--- src/shared/wasc_pkg.sv ---
// Purpose: constants and types of the auto-shutdown control block
// Assumes: 8-bit APB byte addresses, 32-bit data words
// Notes:   offsets, SDCS/CON0/IRQ field positions and register resets live here; status and pin resets are set in wasc_core
package wasc_pkg;

  // register byte offsets
  localparam logic [7:0] ADDR_SDCS  = 8'h00;
  localparam logic [7:0] ADDR_CON0  = 8'h04;
  localparam logic [7:0] ADDR_POL   = 8'h08;
  localparam logic [7:0] ADDR_DBAND = 8'h0C;
  localparam logic [7:0] ADDR_ISTAT = 8'h10;
  localparam logic [7:0] ADDR_IMASK = 8'h14;

  // shutdown_control_status, CON0 enable and interrupt bit positions
  localparam int SD_STATUS_BIT = 7;
  localparam int SD_RESUME_BIT = 6;
  localparam int SD_BD_LSB     = 4;
  localparam int SD_AC_LSB     = 2;
  localparam int CON0_EN_BIT   = 7;
  localparam int IRQ_ENTER_BIT = 0;
  localparam int IRQ_EXIT_BIT  = 1;

  // safe-state encodings
  localparam logic [1:0] SAFE_INACTIVE = 2'h0;
  localparam logic [1:0] SAFE_TRI      = 2'h1;
  localparam logic [1:0] SAFE_LOW      = 2'h2;
  localparam logic [1:0] SAFE_HIGH     = 2'h3;

  // reset values and dead-band width
  localparam logic [5:0] RST_SDCS  = 6'h00;
  localparam logic       RST_EN    = 1'h0;
  localparam logic [3:0] RST_POL   = 4'h0;
  localparam int         DBAND_W   = 6;
  localparam logic [5:0] RST_DBAND = 6'h00;
  localparam logic [1:0] RST_IRQ   = 2'h0;

  typedef enum logic [1:0] {
    WASC_RUN,
    WASC_SHUT,
    WASC_WAIT
  } wasc_state_t;

  typedef struct packed {
    logic a;
    logic b;
    logic c;
    logic d;
  } wasc_quad_t;

  typedef struct packed {
    wasc_quad_t level;
    wasc_quad_t oe_n;
  } wasc_pins_t;

endpackage

--- src/logic/wasc_core.sv ---
// Purpose: auto-shutdown control and status of a four-output waveform generator
// Assumes: wave_in and period_start come from generator logic on pclk
// Notes:   shutdown_event is a pin and is synchronised before use
//
// The address map and the APB slave port are this design's own decisions.
`timescale 1ns/1ps
`default_nettype none

// Contract
// - bit 7 reads one while the status flag is set; it clears before the pins release
// - bit 6 enables automatic restart
// - bits 5-4 pick B/D shutdown level
// - bits 3-2 pick A/C shutdown level
// - code 00 gives inactive level after dead-band
// - bits 1-0 read zero, writes ignored
// - status writable while generator disabled forces shutdown
module wasc_core (
  input  wire logic                 pclk,
  input  wire logic                 presetn,
  input  wire logic                 ce,
  input  wire logic                 psel,
  input  wire logic                 penable,
  input  wire logic                 pwrite,
  input  wire logic [7:0]           paddr,
  input  wire logic [31:0]          pwdata,
  output logic      [31:0]          prdata,
  output logic                      pready,
  output logic                      pslverr,
  input  wire wasc_pkg::wasc_quad_t wave_in,
  input  wire logic                 period_start,
  input  wire logic                 shutdown_event,
  output wasc_pkg::wasc_pins_t      wave_pins,
  output logic                      shutdown_active,
  output logic                      generator_enable,
  output logic                      irq
);

  // pair drive: {oe_n[1:0], level[1:0]} for one output pair
  function automatic logic [3:0] pair_drive(
    input logic [1:0] sel,
    input logic [1:0] wave,
    input logic [1:0] pol,
    input logic       shut,
    input logic       db_done,
    input logic       en
  );
    logic [3:0] r;
    r = {2'h0, wave ^ pol};
    if (!shut) begin
      if (!en) begin
        r = {2'h0, pol};
      end
    end else begin
      unique case (sel)
        wasc_pkg::SAFE_HIGH:     r = {2'h0, 2'h3};
        wasc_pkg::SAFE_LOW:      r = {2'h0, 2'h0};
        wasc_pkg::SAFE_TRI:      r = {2'h3, 2'h0};
        wasc_pkg::SAFE_INACTIVE: r = db_done ? {2'h0, pol} : {2'h0, wave ^ pol};
      endcase
    end
    return r;
  endfunction

  // synchroniser for the event pin
  logic ev_meta_reg;
  logic ev_sync_reg;

  // software-visible state
  logic                        status_reg;
  logic                        status_next;
  logic                        resume_reg;
  logic [1:0]                  bd_sel_reg;
  logic [1:0]                  ac_sel_reg;
  logic                        en_reg;
  wasc_pkg::wasc_quad_t        pol_reg;
  logic [wasc_pkg::DBAND_W-1:0] dband_reg;
  logic [1:0]                  istat_reg;
  logic [1:0]                  istat_next;
  logic [1:0]                  imask_reg;

  // shutdown sequencing
  wasc_pkg::wasc_state_t        state_reg;
  wasc_pkg::wasc_state_t        state_next;
  logic [wasc_pkg::DBAND_W-1:0] db_cnt_reg;
  logic                         db_done_reg;
  wasc_pkg::wasc_pins_t         pins_reg;

  // bus side
  logic        rd_ok_reg;
  logic [31:0] prdata_reg;

  // decode
  wire acc       = psel & penable;
  wire wr_fire   = acc & pwrite & pready;
  wire hit_sdcs  = (paddr == wasc_pkg::ADDR_SDCS);
  wire hit_con0  = (paddr == wasc_pkg::ADDR_CON0);
  wire hit_pol   = (paddr == wasc_pkg::ADDR_POL);
  wire hit_dband = (paddr == wasc_pkg::ADDR_DBAND);
  wire hit_istat = (paddr == wasc_pkg::ADDR_ISTAT);
  wire hit_imask = (paddr == wasc_pkg::ADDR_IMASK);
  wire hit_any   = hit_sdcs | hit_con0 | hit_pol | hit_dband | hit_istat | hit_imask;
  wire wr_sdcs   = wr_fire & hit_sdcs;
  wire wr_con0   = wr_fire & hit_con0;
  wire wr_pol    = wr_fire & hit_pol;
  wire wr_dband  = wr_fire & hit_dband;
  wire wr_istat  = wr_fire & hit_istat;
  wire wr_imask  = wr_fire & hit_imask;

  // status flag causes
  wire hw_set   = ev_sync_reg & en_reg;
  wire sw_set   = wr_sdcs & pwdata[wasc_pkg::SD_STATUS_BIT] & ~en_reg;
  wire sw_clr   = wr_sdcs & ~pwdata[wasc_pkg::SD_STATUS_BIT];
  wire auto_clr = resume_reg & en_reg & ~ev_sync_reg;

  // a set in the same cycle as any clear wins
  assign status_next = hw_set | sw_set | (status_reg & ~sw_clr & ~auto_clr);

  // state sequencing; release on a period boundary or when the generator is disabled
  always_comb begin
    state_next = state_reg;
    unique case (state_reg)
      wasc_pkg::WASC_RUN: begin
        if (status_reg) begin
          state_next = wasc_pkg::WASC_SHUT;
        end
      end
      wasc_pkg::WASC_SHUT: begin
        if (!status_reg) begin
          state_next = wasc_pkg::WASC_WAIT;
        end
      end
      wasc_pkg::WASC_WAIT: begin
        if (status_reg) begin
          state_next = wasc_pkg::WASC_SHUT;
        end else if (period_start | ~en_reg) begin
          state_next = wasc_pkg::WASC_RUN;
        end
      end
      default: state_next = wasc_pkg::WASC_RUN;
    endcase
  end

  wire shut_now  = (state_reg != wasc_pkg::WASC_RUN);
  wire entering  = (state_reg == wasc_pkg::WASC_RUN) & status_reg;
  wire leaving   = (state_reg == wasc_pkg::WASC_WAIT) & (state_next == wasc_pkg::WASC_RUN);

  // interrupt events, sticky until written with one
  wire [1:0] irq_evt = {leaving, entering};
  wire [1:0] irq_clr = wr_istat ? pwdata[1:0] : 2'h0;
  assign istat_next = irq_evt | (istat_reg & ~irq_clr);

  // pair drive selection
  wire [3:0] drv_ac = pair_drive(ac_sel_reg, {wave_in.a, wave_in.c}, {pol_reg.a, pol_reg.c},
                                 shut_now, db_done_reg, en_reg);
  wire [3:0] drv_bd = pair_drive(bd_sel_reg, {wave_in.b, wave_in.d}, {pol_reg.b, pol_reg.d},
                                 shut_now, db_done_reg, en_reg);

  wasc_pkg::wasc_pins_t pins_next;
  assign pins_next.level.a = drv_ac[1];
  assign pins_next.level.c = drv_ac[0];
  assign pins_next.oe_n.a  = drv_ac[3];
  assign pins_next.oe_n.c  = drv_ac[2];
  assign pins_next.level.b = drv_bd[1];
  assign pins_next.level.d = drv_bd[0];
  assign pins_next.oe_n.b  = drv_bd[3];
  assign pins_next.oe_n.d  = drv_bd[2];

  // read mux; unimplemented low bits read zero
  wire [7:0] sdcs_view = {status_reg, resume_reg, bd_sel_reg, ac_sel_reg, 2'h0};
  wire [31:0] rd_mux =
      hit_sdcs  ? {24'h000000, sdcs_view} :
      hit_con0  ? {24'h000000, en_reg, 7'h00} :
      hit_pol   ? {28'h0000000, pol_reg} :
      hit_dband ? {26'h0000000, dband_reg} :
      hit_istat ? {30'h00000000, istat_reg} :
      hit_imask ? {30'h00000000, imask_reg} : 32'h00000000;

  // read data is captured in the setup cycle so it comes from a flop
  wire rd_req  = psel & ~pwrite;
  wire rd_cap  = rd_req & ~rd_ok_reg & ce;
  wire rd_done = acc & ~pwrite & pready;

  assign pready  = ce & (pwrite | rd_ok_reg);
  assign pslverr = acc & pready & ~hit_any;
  assign prdata  = prdata_reg;

  always_ff @(posedge pclk or negedge presetn) begin
    if (!presetn) begin
      ev_meta_reg <= 1'b0;
      ev_sync_reg <= 1'b0;
    end else if (ce) begin
      ev_meta_reg <= shutdown_event;
      ev_sync_reg <= ev_meta_reg;
    end
  end

  always_ff @(posedge pclk or negedge presetn) begin
    if (!presetn) begin
      status_reg <= 1'b0;
    end else if (ce) begin
      status_reg <= status_next;
    end
  end

  // writes to bits 1-0 are dropped here
  always_ff @(posedge pclk or negedge presetn) begin
    if (!presetn) begin
      {resume_reg, bd_sel_reg, ac_sel_reg} <= wasc_pkg::RST_SDCS[4:0];
    end else if (wr_sdcs) begin
      resume_reg <= pwdata[wasc_pkg::SD_RESUME_BIT];
      bd_sel_reg <= pwdata[wasc_pkg::SD_BD_LSB +: 2];
      ac_sel_reg <= pwdata[wasc_pkg::SD_AC_LSB +: 2];
    end
  end

  always_ff @(posedge pclk or negedge presetn) begin
    if (!presetn) begin
      en_reg <= wasc_pkg::RST_EN;
    end else if (wr_con0) begin
      en_reg <= pwdata[wasc_pkg::CON0_EN_BIT];
    end
  end

  always_ff @(posedge pclk or negedge presetn) begin
    if (!presetn) begin
      pol_reg <= wasc_pkg::RST_POL;
    end else if (wr_pol) begin
      pol_reg <= pwdata[3:0];
    end
  end

  always_ff @(posedge pclk or negedge presetn) begin
    if (!presetn) begin
      dband_reg <= wasc_pkg::RST_DBAND;
    end else if (wr_dband) begin
      dband_reg <= pwdata[wasc_pkg::DBAND_W-1:0];
    end
  end

  always_ff @(posedge pclk or negedge presetn) begin
    if (!presetn) begin
      istat_reg <= wasc_pkg::RST_IRQ;
      imask_reg <= wasc_pkg::RST_IRQ;
    end else if (ce) begin
      istat_reg <= istat_next;
      if (wr_imask) begin
        imask_reg <= pwdata[1:0];
      end
    end
  end

  always_ff @(posedge pclk or negedge presetn) begin
    if (!presetn) begin
      state_reg <= wasc_pkg::WASC_RUN;
    end else if (ce) begin
      state_reg <= state_next;
    end
  end

  // dead-band count restarts on entry into shutdown from WASC_RUN; a return from WASC_WAIT keeps it
  always_ff @(posedge pclk or negedge presetn) begin
    if (!presetn) begin
      db_cnt_reg  <= wasc_pkg::RST_DBAND;
      db_done_reg <= 1'b0;
    end else if (ce) begin
      if (entering) begin
        db_cnt_reg  <= dband_reg;
        db_done_reg <= 1'b0;
      end else if (!shut_now) begin
        db_done_reg <= 1'b0;
      end else if (db_cnt_reg != '0) begin
        db_cnt_reg <= db_cnt_reg - 1'b1;
      end else begin
        db_done_reg <= 1'b1;
      end
    end
  end

  // pins from flops: no glitch reaches the power stage
  always_ff @(posedge pclk or negedge presetn) begin
    if (!presetn) begin
      pins_reg.level <= wasc_pkg::RST_POL;
      pins_reg.oe_n  <= 4'hF;
    end else if (ce) begin
      pins_reg <= pins_next;
    end
  end

  always_ff @(posedge pclk or negedge presetn) begin
    if (!presetn) begin
      rd_ok_reg  <= 1'b0;
      prdata_reg <= 32'h00000000;
    end else if (ce) begin
      rd_ok_reg <= rd_req & ~rd_done & (rd_ok_reg | rd_cap);
      if (rd_cap) begin
        prdata_reg <= rd_mux;
      end
    end
  end

  assign wave_pins        = pins_reg;
  assign shutdown_active  = shut_now;
  assign generator_enable = en_reg;
  assign irq              = |(istat_reg & imask_reg);

endmodule

`default_nettype wire

--- config.mk ---
export PLATFORM = sky130hd
export DESIGN_NAME = wasc_core
export DESIGN_NICKNAME = d
export VERILOG_FILES = /design/src/shared/wasc_pkg.sv /design/src/logic/wasc_core.sv
export SDC_FILE = /design/constraint.sdc
export NUM_CORES = 1
export LEC_CHECK = 0
export ABC_AREA = 1
export BUFFER_PORTS_ARGS = -buffer_cell sky130_fd_sc_hd__buf_2
export CORE_MARGIN = 1
export CORE_UTILIZATION = 38
export DETAILED_ROUTE_END_ITERATION = 8
export GPL_ROUTABILITY_DRIVEN = 0
export SYNTH_ARGS = -nofsm -noshare
export SYNTH_HDL_FRONTEND = slang
export SYNTH_SLANG_ARGS = --single-unit
--- constraint.sdc ---
create_clock -name pclk -period 3.41 [get_ports pclk]
set_input_delay 0.341 -clock pclk [delete_from_list [all_inputs] [get_ports pclk]]
set_output_delay 0.341 -clock pclk [all_outputs]
set_load 0.01 [all_outputs]
Word-level counts from Yosys, hierarchy flattened
Index checks and enable logic that the tools add are counted.
{"block": "totals", "register_bits": 73, "out_inout_bits": 45, "elab_cells": 136}
{"block": "classes", "n_addsub": 1, "eq_ne": 14, "n_mux": 26, "bitwise": 54, "n_reduce_logical": 14}
{"op": "one-hot mux 4 bit (4 select lines)", "count": 2}
{"op": "2-to-1 mux 6 bit", "count": 5}
{"op": "bitwise AND 1 bit", "count": 29}
{"op": "2-to-1 mux 2 bit", "count": 11}
{"op": "== test 8 x 4 -> 1 bit (second input constant)", "count": 2}
{"op": "== test 8 x 5 -> 1 bit (second input constant)", "count": 2}
{"op": "2-to-1 mux 8 bit", "count": 2}
{"op": "== test 2 bit (second input constant)", "count": 5}
{"op": "bitwise OR 1 bit", "count": 10}
{"op": "NOT 1 bit", "count": 9}
{"op": "== test 8 x 3 -> 1 bit (second input constant)", "count": 1}
{"op": "logical NOT 2 bit", "count": 4}
{"op": "logical NOT 8 bit", "count": 1}
{"op": "2-to-1 mux 4 bit", "count": 2}
{"op": "== test 2 x 1 -> 1 bit (second input constant)", "count": 3}
{"op": "one-hot mux 2 bit (3 select lines)", "count": 1}
{"op": "AND reduction 2 bit", "count": 3}
{"op": "nonzero test 2 bit", "count": 3}
{"op": "nonzero test 6 bit", "count": 1}
{"op": "subtractor 6 x 1 -> 6 bit (second input constant)", "count": 1}
{"op": "bitwise AND 2 bit", "count": 2}
{"op": "bitwise XOR 2 bit", "count": 2}
{"op": "2-to-1 mux 1 bit", "count": 3}
{"op": "inequality test 3 bit (second input constant)", "count": 1}
{"op": "4 further kinds", "count": 4}

Longest topological paths before layout
Gate-level depths: netlist of the first run.
{"block": "logic_depth", "word_depth": 9, "depth_mapped": 10, "ltp_nobuf": 9}

Worst setup path after synthesis of the first run
Ideal clock, no wire load.
{"block": "synth_path", "path_type": "input to output", "startpoint": "in paddr[7]", "endpoint": "out pslverr", "arrival_ns": 1.065, "required_ns": 3.069, "path_slack_ns": 2.004, "path_stages": 6, "cell_sequence": "nor2_1 nand2_1 inv_1 nand2_1 nand2_1 nor3_1"}
{"block": "synth_between", "elab_chain_cells": 8, "word_cells_on_any_way": 13, "classes_between": "5 x eq/ne; 7 x bitwise; 1 x reduce/logical"}
{"element": "start, declared", "line": "wasc_core.sv:24", "rtl": "input wire logic [7:0] paddr,"}
{"element": "== test 8 x 3 -> 1 bit or logical NOT 8 bit (tied branches)", "line": "wasc_core.sv:96, wasc_core.sv:95"}
{"element": "bitwise OR 1 bit (4 in series)", "line": "wasc_core.sv:101", "rtl": "wire hit_any = hit_sdcs | hit_con0 | hit_pol | hit_dband | hit_istat | hit_imask;"}
{"element": "bitwise OR 1 bit *", "line": "wasc_core.sv:101"}
{"element": "NOT 1 bit *", "line": "wasc_core.sv:184", "rtl": "assign pslverr = acc & pready & ~hit_any;"}
{"element": "bitwise AND 1 bit *", "line": "wasc_core.sv:184"}
{"element": "end, declared", "line": "wasc_core.sv:28", "rtl": "output logic pslverr,"}
Every way passes the cells marked *; elsewhere a longest branch is shown, timed or not.

Final worst setup path of the first run
{"block": "layout_path", "startpoint": "reg state_reg[0]", "endpoint": "reg db_cnt_reg[3] (netlist name)"}
{"block": "layout_between", "elab_chain_cells": 4, "word_cells_on_any_way": 7, "classes_between": "1 x mux; 1 x bitwise; 5 x reduce/logical"}
{"element": "start, declared", "line": "wasc_core.sv:82", "rtl": "wasc_pkg::wasc_state_t state_reg;"}
{"element": "start signal, assigned", "line": "wasc_core.sv:254", "rtl": "state_reg <= wasc_pkg::WASC_RUN;"}
{"element": "start signal, assigned", "line": "wasc_core.sv:256", "rtl": "state_reg <= state_next;"}
{"element": "logical NOT 2 bit", "line": "wasc_core.sv:144", "rtl": "wire entering = (state_reg == wasc_pkg::WASC_RUN) & status_reg;"}
{"element": "bitwise AND 1 bit", "line": "wasc_core.sv:144"}
{"element": "nonzero test 2 bit (no line)"}
{"element": "AND reduction 3 bit (no line)"}
{"element": "end signal, assigned", "line": "wasc_core.sv:263", "rtl": "db_cnt_reg <= wasc_pkg::RST_DBAND;"}
{"element": "end signal, assigned", "line": "wasc_core.sv:267", "rtl": "db_cnt_reg <= dband_reg;"}
{"element": "end signal, assigned", "line": "wasc_core.sv:272", "rtl": "db_cnt_reg <= db_cnt_reg - 1'b1;"}
{"element": "end, declared", "line": "wasc_core.sv:84", "rtl": "logic [wasc_pkg::DBAND_W-1:0] db_cnt_reg;"}
Several ways; a longest one is shown, not always the timed one.
A chain may end at the register's enable or synchronous reset.

==> results.py, run 1 <==
metrics = {
    "floorplan": {
        "die_height_um": 87.6,
        "num_rows": 30,
        "core_um2": 6940,
        "num_io_pins": 97,
        "start_util_pct": 40.1,
        "chipWidth_um": 87.6,
        "dieArea_um2": 7680,
    },
    "setup_path": {
        "startpoint": "state_reg[0]",
        "start_kind": "register",
        "cp_max_fo": 12,
        "cp.required_ns": 3.61,
        "critical_path_arrival_ns": 1.95,
        "r2r_start": "state_reg[0]",
        "cp-end-kind": "register",
        "crit_type": "register to register",
    },
    "clocking": {
        "cts_sinks": 47,
        "cts_tree": "built",
        "clk_latency_ns": 0.30,
        "cts_root_buffer": "clkbuf_8",
        "cts_inserted_buffers": 5,
        "ctsLongestPathBuffers": 2,
        "htreeDepth": 2,
        "cts_resized": 0,
        "cts_hold_buf": 0,
        "clkTransAtPathRegs_ns": 0.09,
        "postCtsSetupBuffers": 0,
    },
    "drt": {
        "dr.pass1.iters": 4,
        "via_per_inst": 4.64,
        "drt-initial-drc-count": 188,
        "totalWireLength_um": 6560,
        "wl_per_cell_um": 12.5,
        "vias": 2427,
        "ant_nets": 0,
        "route.detailed.drc": 0,
    },
    "global_routing": {
        "grt_max_degree": 48,
        "grt.overflow.total": 0,
        "grt_pass1_wl_um": 11000,
        "grt_usage_pct": 18.9,
        "first_global_vias": 2218,
        "antenna_found_initial": 0,
    },
    "logic_synthesis": {
        "yosys_warnings": 0,
        "ys_types": 31,
        "synthesis.area_um2": 2790,
        "synth_cells": 381,
        "ys_seq_area_share_pct": 42.3,
        "syn_avg_cell_area_um2": 7.31,
        "ys_seq_elements": 47,
    },
    "placement": {
        "io_buffers": 48,
        "hpwl_um": 4980,
    },
    "timing": {
        "finalCritPeriodShare_pct": 51.5,
        "setup_violations": 0,
        "fmax_mhz": 570,
        "max_slew_margin_pct": 29.6,
        "rsz0062_at_grt": "no",
        "tightest_slew_ns": 1.06,
        "final_max_slew_viol_count": 0,
        "clock_skew_ns": 0.00842,
        "holdWs_ns": 0.230,
        "final_hold_viol_count": 0,
        "post-route-min-period_ns": 1.75,
        "finalSetupTns_ns": 0,
    },
    "finish": {
        "largest_reg_flops": 8,
        "final_net_count": 480,
        "area_delta_synth_final_pct": 11.5,
        "final_layout_size_suffix_gt1_share_pct": 15.9,
        "num-fill-cells": 718,
        "diodes": 0,
        "layout_common_cells": "nand2_1, buf_2, dfrtp_1",
        "layout_commonest_cell": "nand2_1",
    },
    "power": {
        "p_leak_nw": 1.63,
        "power_mw": 1.51,
        "powerDensity_nw_per_um2": 485,
        "ir_drop_v": 0.000235,
    },
    "run": {
        "maxCapViolations": 0,
    },
    "worst_hold_path": {
        "min_path_type": "input pin to asynchronous set/reset pin",
    },
    "status": {
        "status": "finished clean",
    },
}
-- Yosys cell counts --
master     number  area share [%]
xnor2_1         4             1.3
buf_4          26             7.0
nand2_1       114              15
ha_1            2            0.90
inv_1          39             5.3
dfstp_2         2             1.9
dfrtp_1        45              40
nor3_1          1            0.18
a21oi_1        32             5.7
a31oi_1         1            0.22
buf_2           3            0.54
o21a_1          1            0.27
nor2_4          2            0.81
o31ai_1         3            0.81
clkbuf_1        3            0.40
nor3_4          1            0.58
nand3_2         1            0.36
nand2_2         1            0.22
conb_1          1            0.13
a22o_1          1            0.31
nor2_2          1            0.22
inv_2           2            0.27
or2_2           3            0.67
nor2_1         36             4.8
o22ai_1         2            0.45
o21ai_0        26             4.7
o2111ai_1       2            0.63
buf_6           1            0.40
nand3_1        21             3.8
nand4_1         3            0.67
nor2_8          1            0.72
-- path summary, 6_finish.rpt --
kind                       cells after the start  slack [ns]       endpoint
max in group asynchronous                      1        2.54   dband_reg[0]
hold / removal                                 1        0.23  db_cnt_reg[3]
setup / recovery                               8        1.66  db_cnt_reg[3]
setup reg to reg                               8        1.66  db_cnt_reg[3]
min in group pclk                              3        0.23    ev_meta_reg
hold reg to reg                                2        0.48    ev_meta_reg
-- critical path, cell delays in order (launching register included) --
cell and delay [ns]:
dfrtp_1 0.38, inv_1 0.13, nand2_1 0.27, nor2_1 0.22, nand2_1 0.16, nand2_1 0.30, nand2_1 0.08, nand2_1 0.06
nand2_1 0.04
-- where the power goes --
| group | switching (mW) | internal [mW] | leakage (nW) |
|---|---|---|---|
| logic | 0.257 | 0.142 | 1.04 |
| registers | 0.0630 | 0.640 | 0.542 |
| clock network | 0.187 | 0.220 | 0.0524 |
| total | 0.507 | 1.00 | 1.63 |
-- final cells by class --
| cell class | count | area (um^2) | area share (%) |
|---|---|---|---|
| clock buffers | 7 | 76.3 | 2.46 |
| clock inverters | 1 | 30.0 | 0.967 |
| repair buffers | 48 | 240 | 7.73 |
| multi-input cells | 283 | 1310 | 42.1 |
| flip-flops and latches | 47 | 1180 | 37.9 |
| inverters | 41 | 154 | 4.95 |
| well taps | 96 | 120 | 3.87 |
-- through the flow --
step | setup slack, ns | area [um^2] | cells | utilization (%)
after detailed placement | 1.37 | 3000 | 515 | 43.2
after global placement | 1.39 | 3000 | 515 | 43.2
after floorplan | 2.00 | 2870 | 404 | -
after global routing | 1.41 | 3110 | 523 | 44.7
final | 1.66 | 3110 | 523 | 44.7
after CTS | 1.65 | 3110 | 523 | 44.7
-- layer usage --
metal / up-vias / global-route usage, % / part of all wire (%)
met5: - / 0 / 0
met4: 0 / 3.87 / 0.59
met3: 4 / 4.15 / 3.7
met2: 64 / 32.2 / 49
met1: 1104 / 24.7 / 47
li1: 1255 / - / -
-- cells by family (layout without fill, tap and decap cells) --
| family | Yosys count | after routing | share of synthesized area (%) |
|---|---|---|---|
| and+or+nand+nor | 185 | 185 | 28.4 |
| buffers and inverters | 74 | 97 | 13.9 |
| AOI/OAI and AO/OA | 68 | 68 | 13.1 |
| DFF | 47 | 47 | 42.3 |
| xor gates and xnor gates | 4 | 4 | 1.26 |
| adders and majority gates | 2 | 2 | 0.898 |
| other | 1 | 24 | 0.135 |
Note: power is estimated with default switching activity, not from simulation.
==> run 2, diff against run 1 <==
Clock period 3.41 ns to 1.7 ns, I/O delays scaled along.
==> run 2 against run 1 <==
  * Flip-flop and latch count stayed put
  * First-iteration DRC count is 19% higher
  * Hold slack worse by 0.16 ns
  * Clock power is 85% higher
  * Critical path type unchanged
==> results.py, run 2 (same netlist as run 1, synthesis figures left out) <==
metrics = {
    "drt": {
        "drt-initial-drc-count": 223,
        "ant_nets": 0,
        "dr.pass1.iters": 5,
        "via_per_inst": 4.57,
        "vias": 2440,
        "wl_per_cell_um": 12.6,
        "route.detailed.drc": 0,
        "totalWireLength_um": 6710,
    },
    "power": {
        "power_mw": 3.03,
        "p_leak_nw": 1.69,
        "powerDensity_nw_per_um2": 946,
        "ir_drop_v": 0.000397,
    },
    "finish": {
        "final_layout_size_suffix_gt1_share_pct": 18.3,
        "diodes": 0,
        "layout_common_cells": "nand2_1, buf_2, dfrtp_1",
        "final_cell_area_um2": 3200,
        "largest_reg_flops": 8,
        "fin_util_pct": 46.1,
        "layout_commonest_cell": "nand2_1",
        "area_delta_synth_final_pct": 14.9,
        "final_net_count": 491,
    },
    "clocking": {
        "cts_inserted_buffers": 5,
        "cts_root_buffer": "clkbuf_8",
        "cts_tree": "built",
        "cts_sinks": 47,
        "htreeDepth": 2,
        "ctsLongestPathBuffers": 2,
        "clkTransAtPathRegs_ns": 0.09,
        "clk_latency_ns": 0.30,
    },
    "floorplan": {
        "num_rows": 30,
        "core_um2": 6940,
        "chipWidth_um": 87.6,
        "start_util_pct": 40.1,
        "dieArea_um2": 7680,
        "die_height_um": 87.6,
        "num_io_pins": 97,
    },
    "timing": {
        "rsz0062_at_grt": "no",
        "final_hold_viol_count": 0,
        "final_max_slew_viol_count": 0,
        "setup_violations": 0,
        "finalSetupTns_ns": 0,
        "holdWs_ns": 0.0651,
        "finalCritPeriodShare_pct": 89.3,
        "max_slew_margin_pct": 64.9,
        "post-route-min-period_ns": 1.52,
        "fmax_mhz": 659,
        "clock_skew_ns": 0.00464,
        "tightest_slew_ns": 0.527,
    },
    "setup_path": {
        "cp_cell_sequence": "nor2_1 -> nand4_1 -> nand3_1 -> nand2_2 -> nand2_1 -> o21ai_0",
        "cp_slowest_stage_delay_ns": 0.43,
        "cp_slowest_cell": "dfrtp_1",
        "crit_type": "register to register",
        "start_kind": "register",
        "cp.required_ns": 1.89,
        "cp-end-kind": "register",
        "critical_path_arrival_ns": 1.70,
        "cp_max_fo": 10,
    },
    "global_routing": {
        "grt_pass1_wl_um": 11000,
        "grt_max_degree": 28,
        "antenna_found_initial": 0,
        "grt.overflow.total": 0,
        "first_global_vias": 2299,
        "grt_usage_pct": 18.6,
    },
    "placement": {
        "postPlaceCellArea_um2": 3090,
        "hpwl_um": 5220,
        "io_buffers": 48,
    },
    "status": {
        "status": "finished clean",
    },
    "run": {
        "maxCapViolations": 0,
    },
    "worst_hold_path": {
        "min_path_type": "input pin to register",
    },
}
==> run 2: cell types whose count changed in the layout (fill, tap and decap cells not counted) <==
cell           before  now
buf_12              0    1
nand2_2             1    2
clkbuf_1            2    1
nand2_1           114  113
clkbuf_8            5    7
buf_4               0    9
bufinv_16           1    0
dlygate4sd3_1       0    1
==> run 2: layer usage <==
metal | part of all wire [%] | GRT usage [%] | vias to the layer above
met2 | 49 | 31.2 | 65
met3 | 4.6 | 3.49 | 5
met5 | 0 | 0 | -
li1 | - | - | 1275
met1 | 46 | 25.2 | 1095
met4 | 0.81 | 4.02 | 0
==> run 2: cell type report <==
cell class                 count  area [um^2]
sequential                    47         1180
clock buffer                   8          100
inverter                      41          154
multi-input combinational    283         1310
fill                         717         3740
timing repair buffer          59          338
tap                           96          120
==> run 2: metrics by stage <==
step	cells	setup WS (ns)
detailed placement	525	0.125
finish	534	0.182
global placement	525	0.168
floorplan	404	0.462
CTS	534	0.108
global route	534	0.0909
==> run 2: repair_timing <==
action                                  CTS  global route
resized for setup                         0             1
endpoints found under the hold margin    20             0
buffers inserted                          0             0
endpoints found under the setup margin    0             4
hold buffers                              1             0
==> run 2: final timing paths <==
kind	start	endpoint	slack (ns)	depth (start not counted)
setup reg to reg	db_cnt_reg[2]	db_cnt_reg[4]	0.18	6
setup / recovery	db_cnt_reg[2]	db_cnt_reg[4]	0.18	6
hold reg to reg	prdata[0]	prdata[0]	0.49	2
max in group asynchronous	presetn	wave_pins[3]	0.71	3
min in group asynchronous	presetn	istat_reg[0]	0.38	2
hold / removal	shutdown_event	ev_meta_reg	0.07	3
==> run 2: worst max-delay path, delay by kind of cell, from the launching register on <==
family	cells	cell delay, ns
and+or+nand+nor	5	0.91
AOI/OAI and AO/OA	1	0.07
DFF	1	0.43
==> run 2: power by group <==
part | switching [mW] | internal [mW] | total (mW) | leakage, nW
logic | 0.546 | 0.330 | 0.877 | 1.10
registers | 0.116 | 1.28 | 1.40 | 0.542
clock network | 0.380 | 0.372 | 0.752 | 0.0515
